## config.mk

```make
export PLATFORM = sky130hd
export DESIGN_NAME = srap_port
export DESIGN_NICKNAME = d
export VERILOG_FILES = /design/src/logic/srap_pkg.sv /design/src/logic/srap_port.sv /design/src/logic/srap_sync.sv
export SDC_FILE = /design/constraint.sdc
export NUM_CORES = 1
export LEC_CHECK = 0
export BUFFER_PORTS_ARGS = -buffer_cell sky130_fd_sc_hd__clkbuf_2
export CORE_MARGIN = 3
export CORE_UTILIZATION = 43
export DETAILED_ROUTE_END_ITERATION = 12
export PLACE_DENSITY_LB_ADDON = 0.1
export SKIP_LAST_GASP = 1
export SYNTH_ARGS = -nofsm -noshare
export SYNTH_HDL_FRONTEND = slang
export SYNTH_SLANG_ARGS = --single-unit
```

## constraint.sdc

```tcl
create_clock -name clk -period 8.04 [get_ports clk]
set_clock_uncertainty 0.1 [all_clocks]
set_input_delay 0 -clock clk [delete_from_list [all_inputs] [get_ports clk]]
set_output_delay 0 -clock clk [all_outputs]
set_load 0.01 [all_outputs]
```

## src/logic/srap_pkg.sv

```systemverilog
// package: constants and types of the serial register access port
package srap_pkg;
   localparam int SRAP_HDR_BITS = 16;
   localparam int SRAP_VAL_BITS = 8;
   localparam int SRAP_NCORE = 6;
   localparam int SRAP_NINPUT = 4;
   localparam int SRAP_NBYTE = 26;
   // register addresses
   localparam logic [14:0] SRAP_CFG_ADDR = 15'h0010;
   localparam logic [14:0] SRAP_FS_ADDR = 15'h0030;
   localparam logic [14:0] SRAP_REF_ADDR = 15'h007c;
   localparam logic [14:0] SRAP_TERM_ADDR = 15'h007e;
   localparam logic [14:0] SRAP_OFS_ADDR = 15'h0330;
   localparam logic [14:0] SRAP_GAIN_ADDR = 15'h0350;
   // bytes in each register group
   localparam logic [14:0] SRAP_FS_N = 15'h0002;
   localparam logic [14:0] SRAP_TERM_N = 15'h0004;
   localparam logic [14:0] SRAP_OFS_N = 15'h000c;
   localparam logic [14:0] SRAP_GAIN_N = 15'h0006;
   // positions in the byte store
   localparam logic [4:0] SRAP_IX_CFG = 5'h00;
   localparam logic [4:0] SRAP_IX_FS = 5'h01;
   localparam logic [4:0] SRAP_IX_REF = 5'h03;
   localparam logic [4:0] SRAP_IX_TERM = 5'h04;
   localparam logic [4:0] SRAP_IX_OFS = 5'h08;
   localparam logic [4:0] SRAP_IX_GAIN = 5'h14;
   localparam int SRAP_CFG_HOLD_BIT = 0;
   localparam int SRAP_CFG_UP_BIT = 1;
   localparam logic [7:0] SRAP_CFG_RST = 8'h02;
   localparam logic [15:0] SRAP_FS_RST = 16'ha000;
   localparam logic [7:0] SRAP_UNMAPPED_RD = 8'h00;
   localparam logic [SRAP_NBYTE-1:0][7:0] SRAP_REG_RST =
      {184'h0, SRAP_FS_RST, SRAP_CFG_RST};
   localparam logic [2:0] SRAP_PIN_RST = 3'h5;

   typedef enum logic [1:0] {
      st_idle = 2'b00,
      st_cmd = 2'b01,
      st_val = 2'b11
   } srap_state_e;

   typedef struct packed {
      logic select_n;
      logic sclk;
      logic ser_in;
   } srap_pins_s;

   typedef struct packed {
      logic wr;
      logic [2:0] core;
      logic [15:0] value;
   } srap_cal_s;

   typedef struct packed {
      logic [15:0] full_scale_setting;
      logic [7:0] reference_trim;
      logic [SRAP_NINPUT-1:0][7:0] termination_trim;
      logic [SRAP_NCORE-1:0][15:0] core_offset_trim;
      logic [SRAP_NCORE-1:0][7:0] core_gain_trim;
   } srap_trim_s;
endpackage

```

## src/logic/srap_port.sv

```systemverilog
// serial register access port with trim register store
`timescale 1ns/10ps
module srap_port #(
   parameter int NUM_INPUTS = srap_pkg::SRAP_NINPUT
) (
   input wire logic clk,
   input wire logic reset,
   input wire logic select_n,
   input wire logic sclk,
   input wire logic ser_in,
   output logic ser_out,
   output logic ser_out_oe,
   input wire logic offset_cal_on,
   input wire logic background_cal_on,
   input wire srap_pkg::srap_cal_s cal,
   output srap_pkg::srap_trim_s trims,
   output logic addr_dir_up,
   output logic addr_hold
);
   import srap_pkg::*;

   typedef struct packed {
      srap_state_e st;
      logic [4:0] cnt;
      logic [15:0] sh;
      logic rw;
      logic [14:0] addr;
      logic [7:0] tx;
      logic fresh;
      logic sck_prev;
      logic so;
      logic oe;
      logic [SRAP_NINPUT-1:0][7:0] term;
      logic [SRAP_NBYTE-1:0][7:0] regs;
   } srap_core_s;

   srap_core_s q;
   srap_core_s d;
   srap_pins_s pins;
   srap_pins_s pins_s;

   logic cs_s;
   logic sck_s;
   logic sdi_s;
   logic sck_rise;
   logic sck_fall;
   logic byte_done;
   logic wr_fire;
   logic cal_fire;
   logic [7:0] byte_in;

   // map an address to a byte of the store, msb flags a hit
   function automatic logic [5:0] map_idx(input logic [14:0] a);
      logic [14:0] o;
      logic [5:0] r;
      r = '0;
      if (a == SRAP_CFG_ADDR) begin
         r = {1'b1, SRAP_IX_CFG};
      end
      if (a == SRAP_REF_ADDR) begin
         r = {1'b1, SRAP_IX_REF};
      end
      o = a - SRAP_FS_ADDR;
      if (o < SRAP_FS_N) begin
         r = {1'b1, SRAP_IX_FS + o[4:0]};
      end
      o = a - SRAP_TERM_ADDR;
      if (o < SRAP_TERM_N) begin
         r = {1'b1, SRAP_IX_TERM + o[4:0]};
      end
      o = a - SRAP_OFS_ADDR;
      if (o < SRAP_OFS_N) begin
         r = {1'b1, SRAP_IX_OFS + o[4:0]};
      end
      o = a - SRAP_GAIN_ADDR;
      if (o < SRAP_GAIN_N) begin
         r = {1'b1, SRAP_IX_GAIN + o[4:0]};
      end
      return r;
   endfunction

   function automatic logic [7:0] rd_byte(
      input logic [14:0] a,
      input logic [SRAP_NBYTE-1:0][7:0] m
   );
      logic [5:0] r;
      r = map_idx(a);
      return r[5] ? m[r[4:0]] : SRAP_UNMAPPED_RD;
   endfunction

   assign pins.select_n = select_n;
   assign pins.sclk = sclk;
   assign pins.ser_in = ser_in;

   srap_sync #(
      .W(3),
      .RST(SRAP_PIN_RST)
   ) u_sync (
      .clk(clk),
      .reset(reset),
      .din(pins),
      .dout(pins_s)
   );

   assign cs_s = pins_s.select_n;
   assign sck_s = pins_s.sclk;
   assign sdi_s = pins_s.ser_in;
   assign sck_rise = sck_s & ~q.sck_prev;
   assign sck_fall = ~sck_s & q.sck_prev;
   assign byte_done = (q.st == st_val) & ~cs_s & sck_rise &
      (q.cnt == 5'(SRAP_VAL_BITS - 1));
   assign wr_fire = byte_done & ~q.rw;
   assign byte_in = {q.sh[6:0], sdi_s};
   assign cal_fire = cal.wr & offset_cal_on & background_cal_on &
      (int'(cal.core) < SRAP_NCORE);

   always_comb begin
      logic [5:0] wi;
      logic [14:0] nxt;
      logic [14:0] hdr_addr;
      logic [4:0] ci;
      wi = map_idx(q.addr);
      nxt = q.addr;
      hdr_addr = {q.sh[13:0], sdi_s};
      ci = SRAP_IX_OFS + {1'b0, cal.core, 1'b0};
      d = q;
      d.sck_prev = sck_s;
      case (q.st)
         st_idle: begin
            // no time limit anywhere: framing waits on edges only
            if (!cs_s) begin
               d.st = st_cmd;
               d.cnt = '0;
            end
         end
         st_cmd: begin
            if (cs_s) begin
               d.st = st_idle;
            end else if (sck_rise) begin
               d.sh = {q.sh[14:0], sdi_s};
               d.cnt = q.cnt + 5'h01;
               if (q.cnt == 5'(SRAP_HDR_BITS - 1)) begin
                  d.rw = q.sh[14];
                  d.addr = hdr_addr;
                  d.tx = rd_byte(hdr_addr, q.regs);
                  d.fresh = 1'b1;
                  d.cnt = '0;
                  d.st = st_val;
               end
            end
         end
         st_val: begin
            if (cs_s) begin
               d.st = st_idle;
            end else begin
               if (sck_fall) begin
                  // the first fall after a load keeps the msb out
                  if (q.fresh) begin
                     d.fresh = 1'b0;
                  end else begin
                     d.tx = {q.tx[6:0], 1'b0};
                  end
               end
               if (sck_rise) begin
                  d.sh = {q.sh[14:0], sdi_s};
                  d.cnt = q.cnt + 5'h01;
                  if (byte_done) begin
                     if (!q.rw && wi[5]) begin
                        d.regs[wi[4:0]] = byte_in;
                     end
                     if (!q.regs[SRAP_IX_CFG][SRAP_CFG_HOLD_BIT]) begin
                        if (q.regs[SRAP_IX_CFG][SRAP_CFG_UP_BIT]) begin
                           nxt = q.addr + 15'h0001;
                        end else begin
                           nxt = q.addr - 15'h0001;
                        end
                     end
                     d.addr = nxt;
                     d.tx = rd_byte(nxt, d.regs);
                     d.fresh = 1'b1;
                     d.cnt = '0;
                  end
               end
            end
         end
         default: begin
            d.st = st_idle;
         end
      endcase
      // calibration results land after host writes, so they win
      if (cal_fire) begin
         d.regs[ci] = cal.value[7:0];
         d.regs[ci + 5'h01] = cal.value[15:8];
      end
      for (int i = 0; i < SRAP_NINPUT; i++) begin
         if (i < NUM_INPUTS) begin
            d.term[i] = d.regs[SRAP_IX_TERM + 5'(i)];
         end else begin
            d.term[i] = 8'h00;
         end
      end
      d.oe = (d.st == st_val) & d.rw;
      d.so = d.tx[7];
   end

   always_ff @(posedge clk) begin
      if (reset) begin
         // sclk idles low, so the edge detector starts low too
         q <= '0;
         q.regs <= SRAP_REG_RST;
      end else begin
         q <= d;
      end
   end

   assign ser_out = q.so;
   assign ser_out_oe = q.oe;
   assign addr_dir_up = q.regs[SRAP_IX_CFG][SRAP_CFG_UP_BIT];
   assign addr_hold = q.regs[SRAP_IX_CFG][SRAP_CFG_HOLD_BIT];
   // one range for every input, per-core gain trims do the matching
   assign trims.full_scale_setting = {
      q.regs[SRAP_IX_FS + 5'h01], q.regs[SRAP_IX_FS]};
   assign trims.reference_trim = q.regs[SRAP_IX_REF];
   assign trims.termination_trim = q.term;

   for (genvar c = 0; c < SRAP_NCORE; c++) begin : g_core
      assign trims.core_offset_trim[c] = {
         q.regs[SRAP_IX_OFS + 5'(2 * c + 1)],
         q.regs[SRAP_IX_OFS + 5'(2 * c)]};
      assign trims.core_gain_trim[c] = q.regs[SRAP_IX_GAIN + 5'(c)];
   end

   for (genvar i = 0; i < SRAP_NINPUT; i++) begin : g_unused
      if (i >= NUM_INPUTS) begin : g_chk

      end
   end
endmodule

```

## src/logic/srap_sync.sv

```systemverilog
// three-stage pin synchroniser with agreement filter
`timescale 1ns/10ps
module srap_sync #(
   parameter int W = 1,
   parameter logic [W-1:0] RST = '0
) (
   input wire logic clk,
   input wire logic reset,
   input wire logic [W-1:0] din,
   output logic [W-1:0] dout
);
   typedef struct packed {
      logic [W-1:0] s1;
      logic [W-1:0] s2;
      logic [W-1:0] s3;
      logic [W-1:0] f;
   } srap_sync_s;

   srap_sync_s q;
   srap_sync_s d;

   always_comb begin
      d = q;
      d.s1 = din;
      d.s2 = q.s1;
      d.s3 = q.s2;
      // a bit changes only once stages two and three agree
      d.f = (q.s2 & ~(q.s2 ^ q.s3)) | (q.f & (q.s2 ^ q.s3));
   end

   always_ff @(posedge clk) begin
      if (reset) begin
         q <= {RST, RST, RST, RST};
      end else begin
         q <= d;
      end
   end

   assign dout = q.f;
endmodule

```

==> results of run 1 <==
==> per-layer routing <==
layer | up-vias | global-route usage [%]
li1 | 10400 | -
met1 | 11200 | 49.2
met2 | 1261 | 54.9
met3 | 231 | 5.62
met4 | 2 | 12.5
met5 | - | 0
==> worst reg2reg max path, stage by stage, from the launching register on <==
cell	delay (ns)
dfxtp_1	0.48
inv_1	0.36
ha_1	0.55
a21o_1	0.20
nor4b_1	0.07
a311oi_2	0.55
inv_1	0.36
ha_1	0.35
and2_1	0.18
and4_1	0.19
a211oi_1	0.34
nor2_1	0.09
nor4_2	0.28
xor2_2	0.19
o2111ai_4	0.18
a31o_2	0.61
nand2_2	0.37
buf_12	0.29
o31ai_1	0.45
o22ai_1	0.15
or3_1	0.34
a211o_1	0.35
a31oi_1	0.17
a2111oi_1	0.07
==> layout by cell type, fill, tap and decap left out, drive strengths merged, types with 10 or more instances in the layout <==
master and instances:
o311ai 17, nand2 399, o221ai 13, a21o 14
or3 25, nor4 18, nand4 16, xnor2 14
a31oi 27, nand3 84, a311oi 13, or2 19
nand2b 21, o22ai 51, o31ai 24, o211ai 40
a22oi 19, nor2 257, ha 56, mux2i 239
dlygate4sd3 20, nand3b 17, nor3 105, a21oi 216
a2111oi 10, and3 18, mux2 26, a211oi 135
buf 51, clkbuf 270, inv 43, o2111ai 13
and2 24, o21ai 89, nor2b 15, dfxtp 269
a211o 21
==> per-stage QoR <==
| stage | area (sq um) | setup WS [ns] | cells | hold WS (ns) |
|---|---|---|---|---|
| finish | 23300 | 0.615 | 3538 | 0.0335 |
| global placement | 22100 | 1.06 | 3469 | 0.0858 |
| global route | 23300 | 0.000333 | 3538 | 0.0309 |
| detailed placement | 22100 | 0.819 | 3469 | 0.0916 |
| CTS | 23300 | 0.774 | 3538 | 0.0134 |
| floorplan | 22200 | 2.29 | 2935 | 0.00381 |
==> cells by family after synthesis <==
family	after synthesis
adders and majority gates	57
DFF	269
and+or+nand+nor	1063
buffers and inverters	459
muxes	265
xor gates and xnor gates	23
AOI/OAI and AO/OA	799
==> worst max-delay path by stage <==
stage | slack, ns | end | cells after the start | start
finish | 0.62 | q[248]$_SDFFE_PP0P_ | 23 | flip-flop
global route | 0.0003 | q[248]$_SDFFE_PP0P_ | 21 | flip-flop
CTS | 0.77 | q[248]$_SDFFE_PP0P_ | 23 | flip-flop
floorplan | 2.29 | q[250]$_SDFFE_PP0P_ | 23 | flip-flop
detailed placement | 0.82 | q[248]$_SDFFE_PP0P_ | 23 | flip-flop
global placement | 1.06 | q[245]$_SDFFE_PP0P_ | 23 | flip-flop
==> power by group through the flow <==
| stage | Combinational (mW) | Sequential (mW) | Clock [mW] |
|---|---|---|---|
| 2_1_floorplan | 0.0505 | 1.38 | 0 |
| 5_1_grt | 0.0942 | 1.35 | 1.50 |
| 3_5_place_dp | 0.0805 | 1.38 | 0 |
| 6_report | 0.0894 | 1.35 | 1.43 |
| 3_3_place_gp | 0.0799 | 1.38 | 0 |
| 4_1_cts | 0.0883 | 1.35 | 1.45 |
==> what timing repair did <==
| item | CTS | global route |
|---|---|---|
| endpoints found under the setup margin | 0 | 0 |
| setup buffers | 0 | 0 |
| hold buffers | 20 | 0 |
| endpoints found under the hold margin | 130 | 0 |
==> final cells by class <==
class                           count  area, sq um
Inverter                           40          150
Timing Repair Buffer              301         1760
Clock inverter                      9          136
Sequential cell                   269         5400
Clock buffer                       40          850
Tap cell                          672          841
Multi-Input combinational cell   2207        14100
Fill cell                        5176        27300
==> results.cfg, run 1 <==
[logic_synthesis]
syn_nets = 3019
ys_warn_count = 0
synth.most_common_cell = nand2_1
netlist_instances = 2935
ys_seq_elements = 269
synth_top_family_by_area = compound AO/OA/AOI/OAI gates
synth_commonest_cells = 398 x nand2_1, 269 x dfxtp_1, 255 x nor2_1, 239 x mux2i_1
synth-compound-area-share_pct = 24.8
synthAdderAreaFrac_pct = 3.25
yosysTopAreaCell = dfxtp_1
synthArstFlopShare_pct = 0
synth_top_area_share_pct = 24.3
ys.flop_type = dfxtp_1
seq_area_frac_synth_pct = 24.3
synthXorXnorAreaFrac_pct = 0.943
synthMuxAreaShare_pct = 12.1
ys_types = 108
synth_edf_count = 0
netlist_area_sq_um = 22200
syn_area_per_cell_sq_um = 7.55
synthTopCellsByArea = dfxtp_1 24%, mux2i_1 11%, buf_4 7.2%
synth-simple-area-share_pct = 22.4

[setup_path]
r2r-end = q[248]$_SDFFE_PP0P_
critPathTopFamily = compound AO/OA/AOI/OAI gates
worst-path-max-fanout = 56
cp_cell_sequence = inv_1, ha_1, a21o_1, nor4b_1, a311oi_2, inv_1, ha_1, and2_1, and4_1, a211oi_1, nor2_1, nor4_2, xor2_2, o2111ai_4, a31o_2, nand2_2, buf_12, o31ai_1, o22ai_1, or3_1, a211o_1, a31oi_1, a2111oi_1
reg2reg_slack_ns = 0.62
required_ns = 8.38
crit_type = flip-flop to flip-flop
rr_worst_depth = 23
critPathBufInv = 3
cp-start-kind = flip-flop
critPathArrivalTime_ns = 7.76
crit_path_end_kind = flip-flop
max_stage_delay_ns = 0.61
slowest_stage = a31o_2

[routing]
drtPass1Iterations = 6
wl_mm = 99.9
wl_met1_mm = 43.2
drc = 0
via_per_inst = 6.51
post_drt_wl_per_cell_um = 28.2
highest_layer = met5
wl_met3_mm = 8.45
final_antenna_net_count = 0
dr_wl_met2_mm = 44.1
dr.first_iter.drc_count = 2475
vias = 23000

[clock_tree]
cts_tree = done
cts_max_level = 1
clock_sinks = 269
path_clk_slew_ns = 0.07
cts_buffers = 31
cts_buffer_depth = 3
post_cts_resized = 0
cts_root_buf = clkbuf_16
clk_latency_ns = 0.59

[power]
power.internal_mw = 2.20
power.share.sequential_pct = 47.1
leakage_nw = 9.06
p_comb_share_pct = 3.1
power_mw = 2.87
powerDensity_nw_per_um2 = 124
p_clk_share_pct = 49.8
swShare_pct = 23.4
netSwitchingPower_uw = 672
ir_drop_v = 0.000158

[die]
rows = 82
die_area_sq_um = 54300
die_y_um = 233
initial_core_util_pct = 43.8
die_x_um = 233
pin_count = 231
core-area_sq_um = 50600

[layout]
fin_util_pct = 46.0
diodes = 0
area_delta_synth_final_pct = 4.89
nNetsFinal = 2934
drive_gt1_share_pct = 14.8

[grt]
antenna_found_initial = 1
grt_max_degree = 109
grt_usage_pct = 35.3
grt_pass1_vias = 21000
gr-total-overflow = 0
grt_pass1_wl_mm = 145

[sta]
finalSetupTns_ns = 0
rsz0062_at_grt = no
drv_slew = 0
worst_pin_slew_ns = 1.28
relSlewSlack_pct = 14.2
final.min_clock_period_ns = 7.42
setup_viol = 0
fmax_ghz = 0.135
hold_violations = 0
min_period_over_period_pct = 92.4

[run]
drv_cap = 0

[outcome]
status = complete, no violations

[placed_design]
portBuffers = 230
routabilityCongestion = 1.05
hpwl_mm = 73.5

[hold_path]
min_from = ser_in
whs_path_depth = 3
hp-class = input pin to flip-flop
min_to = u_sync.d[6]$_SDFF_PP1_
No activity file was read; power rests on OpenSTA's default activity.
==> inputs of run 2 (changes only) <==
ABC_AREA = 1   (was default)
==> run 2 against run 1 <==
Effect of this change:
- clock-buffer cell count increased by 8
- total power is 8.2% higher
- register-to-register slack better by 1.2 ns
- via count rose by 14%
- highest routed layer unchanged
- synthesized area increased by 8.1%
==> results.cfg, run 2 <==
[layout]
drive_gt1_share_pct = 12.3
final_cell_mix = 1,134 x nand2_1, 427 x inv_1, 336 x nand3_1
area_delta_synth_final_pct = 5.19
nNetsFinal = 3973
mostFrequentLayoutCell = nand2_1
diodes = 0

[sta]
rsz0062_at_grt = no
worst_slack_ns = 1.77
worst_pin_slew_ns = 1.21
finalSetupTns_ns = 0
final.min_clock_period_ns = 6.27
drv_slew = 0
min_period_over_period_pct = 77.9
fmax_ghz = 0.160
setup_viol = 0
relSlewSlack_pct = 19.1
hold_violations = 0

[power]
powerDensity_nw_per_um2 = 123
leakage_nw = 12.1
ir_drop_v = 0.000135

[placed_design]
portBuffers = 230
routabilityCongestion = 0.951
hpwl_mm = 70.0
pre_cts_ws_ns = 1.82

[setup_path]
cp_common_cell = nand2_1
cp-start-kind = flip-flop
crit_path_end_kind = flip-flop
slowest_stage = nand2_4
reg2reg_slack_ns = 1.77
rr_worst_depth = 33
worst-path-max-fanout = 85
critPathTopFamily = simple AND/OR/NAND/NOR gates
r2r-end = q[248]$_SDFFE_PP0P_
critPathBufInv = 6
critPathArrivalTime_ns = 6.66
required_ns = 8.44
max_stage_delay_ns = 1.00
crit_type = flip-flop to flip-flop

[logic_synthesis]
seq_area_frac_synth_pct = 22.5
synthArstFlopShare_pct = 0
synth_edf_count = 0
syn_area_per_cell_sq_um = 5.99
synth_commonest_cells = 1,134 x nand2_1, 429 x inv_1, 337 x nand3_1, 269 x dfxtp_1, 239 x a21oi_1
yosysTopAreaCell = dfxtp_1
syn_nets = 4085
ys_types = 57
synthTopCellsByArea = dfxtp_1 22%, nand2_1 18%, nand3_1 7.0%
ys_seq_elements = 269
ys.flop_type = dfxtp_1
synth.most_common_cell = nand2_1
ys_warn_count = 0
netlist_area_sq_um = 24000
netlist_instances = 4001
synth_top_area_share_pct = 22.5

[hold_path]
min_from = cal[16]
min_to = trims[134]$_SDFF_PP0_
hp-class = input pin to flip-flop
whs_path_depth = 4

[die]
pin_count = 231
die_x_um = 242
rows = 85
core-area_sq_um = 54500
die_y_um = 242
die_area_sq_um = 58600
initial_core_util_pct = 44.0

[routing]
vias = 26300
final_antenna_net_count = 0
post_drt_wl_per_cell_um = 21.3
dr.first_iter.drc_count = 3119
via_per_inst = 5.65
drtPass1Iterations = 7
wl_mm = 99.1
drc = 0

[grt]
grt_usage_pct = 32.4
grt_max_degree = 153
grt_pass1_vias = 23600
gr-total-overflow = 0
antenna_found_initial = 1
grt_pass1_wl_mm = 149

[clock_tree]
cts_root_buf = clkbuf_16
cts_setup_buffers = 0
cts_buffers = 36
cts_max_level = 2
path_clk_slew_ns = 0.06
cts_tree = done
clock_sinks = 269
clk_latency_ns = 0.57
post_cts_resized = 0
cts_buffer_depth = 3

[outcome]
status = complete, no violations

[run]
drv_cap = 0
==> run 2: cell count changes after synthesis, sizes merged, moves of 29 or more <==
cell	delta
nand2	+779
inv	+417
o21ai	+295
nand3	+264
mux2i	-234
a211oi	-127
nor3	-85
a221oi	+71
o211ai	+66
o22ai	-49
buf	+36
a21oi	+29
==> run 2: worst max path at each step <==
stage / from / slack (ns) / endpoint / cells after the start
CTS: flip-flop / 1.83 / q[245]$_SDFFE_PP0P_ / 33
global route: flip-flop / 1.14 / q[244]$_SDFFE_PP0P_ / 33
global placement: flip-flop / 1.93 / q[245]$_SDFFE_PP0P_ / 33
detailed placement: flip-flop / 1.82 / q[245]$_SDFFE_PP0P_ / 33
floorplan: flip-flop / 3.99 / q[249]$_SDFFE_PP0P_ / 28
finish: flip-flop / 1.77 / q[248]$_SDFFE_PP0P_ / 33
==> run 2: cells by family after synthesis <==
| kind of cell | synth area share (%) |
|---|---|
| AO/OA/AOI/OAI | 21.2 |
| XOR/XNOR | 1.02 |
| adder cells (fa/ha/maj) | 3.01 |
| buffers and inverters | 17.9 |
| flip-flops | 22.5 |
| multiplexers | 0.209 |
| AND/OR/NAND/NOR | 34.2 |
==> run 2: stage by stage <==
step / util, % / hold slack [ns] / cell area [sq um] / power, mW / std cells
2_1_floorplan: - / 0.00381 / 24000 / 1.43 / 4001
3_3_place_gp: 43.7 / 0.0839 / 23800 / 1.47 / 4567
3_5_place_dp: 43.7 / 0.0853 / 23800 / 1.47 / 4567
4_1_cts: 46.3 / 0.0221 / 25200 / 3.12 / 4652
5_1_grt: 46.3 / 0.0923 / 25200 / 3.18 / 4652
6_report: 46.3 / 0.0488 / 25200 / 3.11 / 4652
==> run 2: area by class of cell <==
type,count,area (sq um)
Multi-Input combinational cell,2833,14300
Clock inverter,14,136
Fill cell,6020,29300
Tap cell,739,925
Sequential cell,269,5390
Clock buffer,48,1040
Inverter,464,1750
Timing Repair Buffer,285,1640
==> run 2: worst min-delay path, cell delays in order <==
cell,delay [ns]
clkbuf_2,0.16
nand3_1,0.09
buf_4,0.23
a31oi_1,0.18
==> run 2: where the power goes <==
part / switching, mW / internal, mW / leakage [nW] / total [mW]
Clock: 0.684 / 0.971 / 0.581 / 1.66
Combinational: 0.0713 / 0.0328 / 9.34 / 0.104
Sequential: 0.00824 / 1.34 / 2.17 / 1.35
==> run 2: metal layers <==
metal	routed length [um]	GRT usage [%]	vias to the layer above
li1	-	-	12700
met4	4510	14.1	2
met1	44000	45.6	12100
met5	13	0	-
met2	41600	48.3	1277
met3	8940	5.84	213
==> run 2: repair_timing <==
action,4_1_cts,5_1_grt
setup endpoints to repair,0,0
hold buffers,23,0
endpoints found under the hold margin,137,0
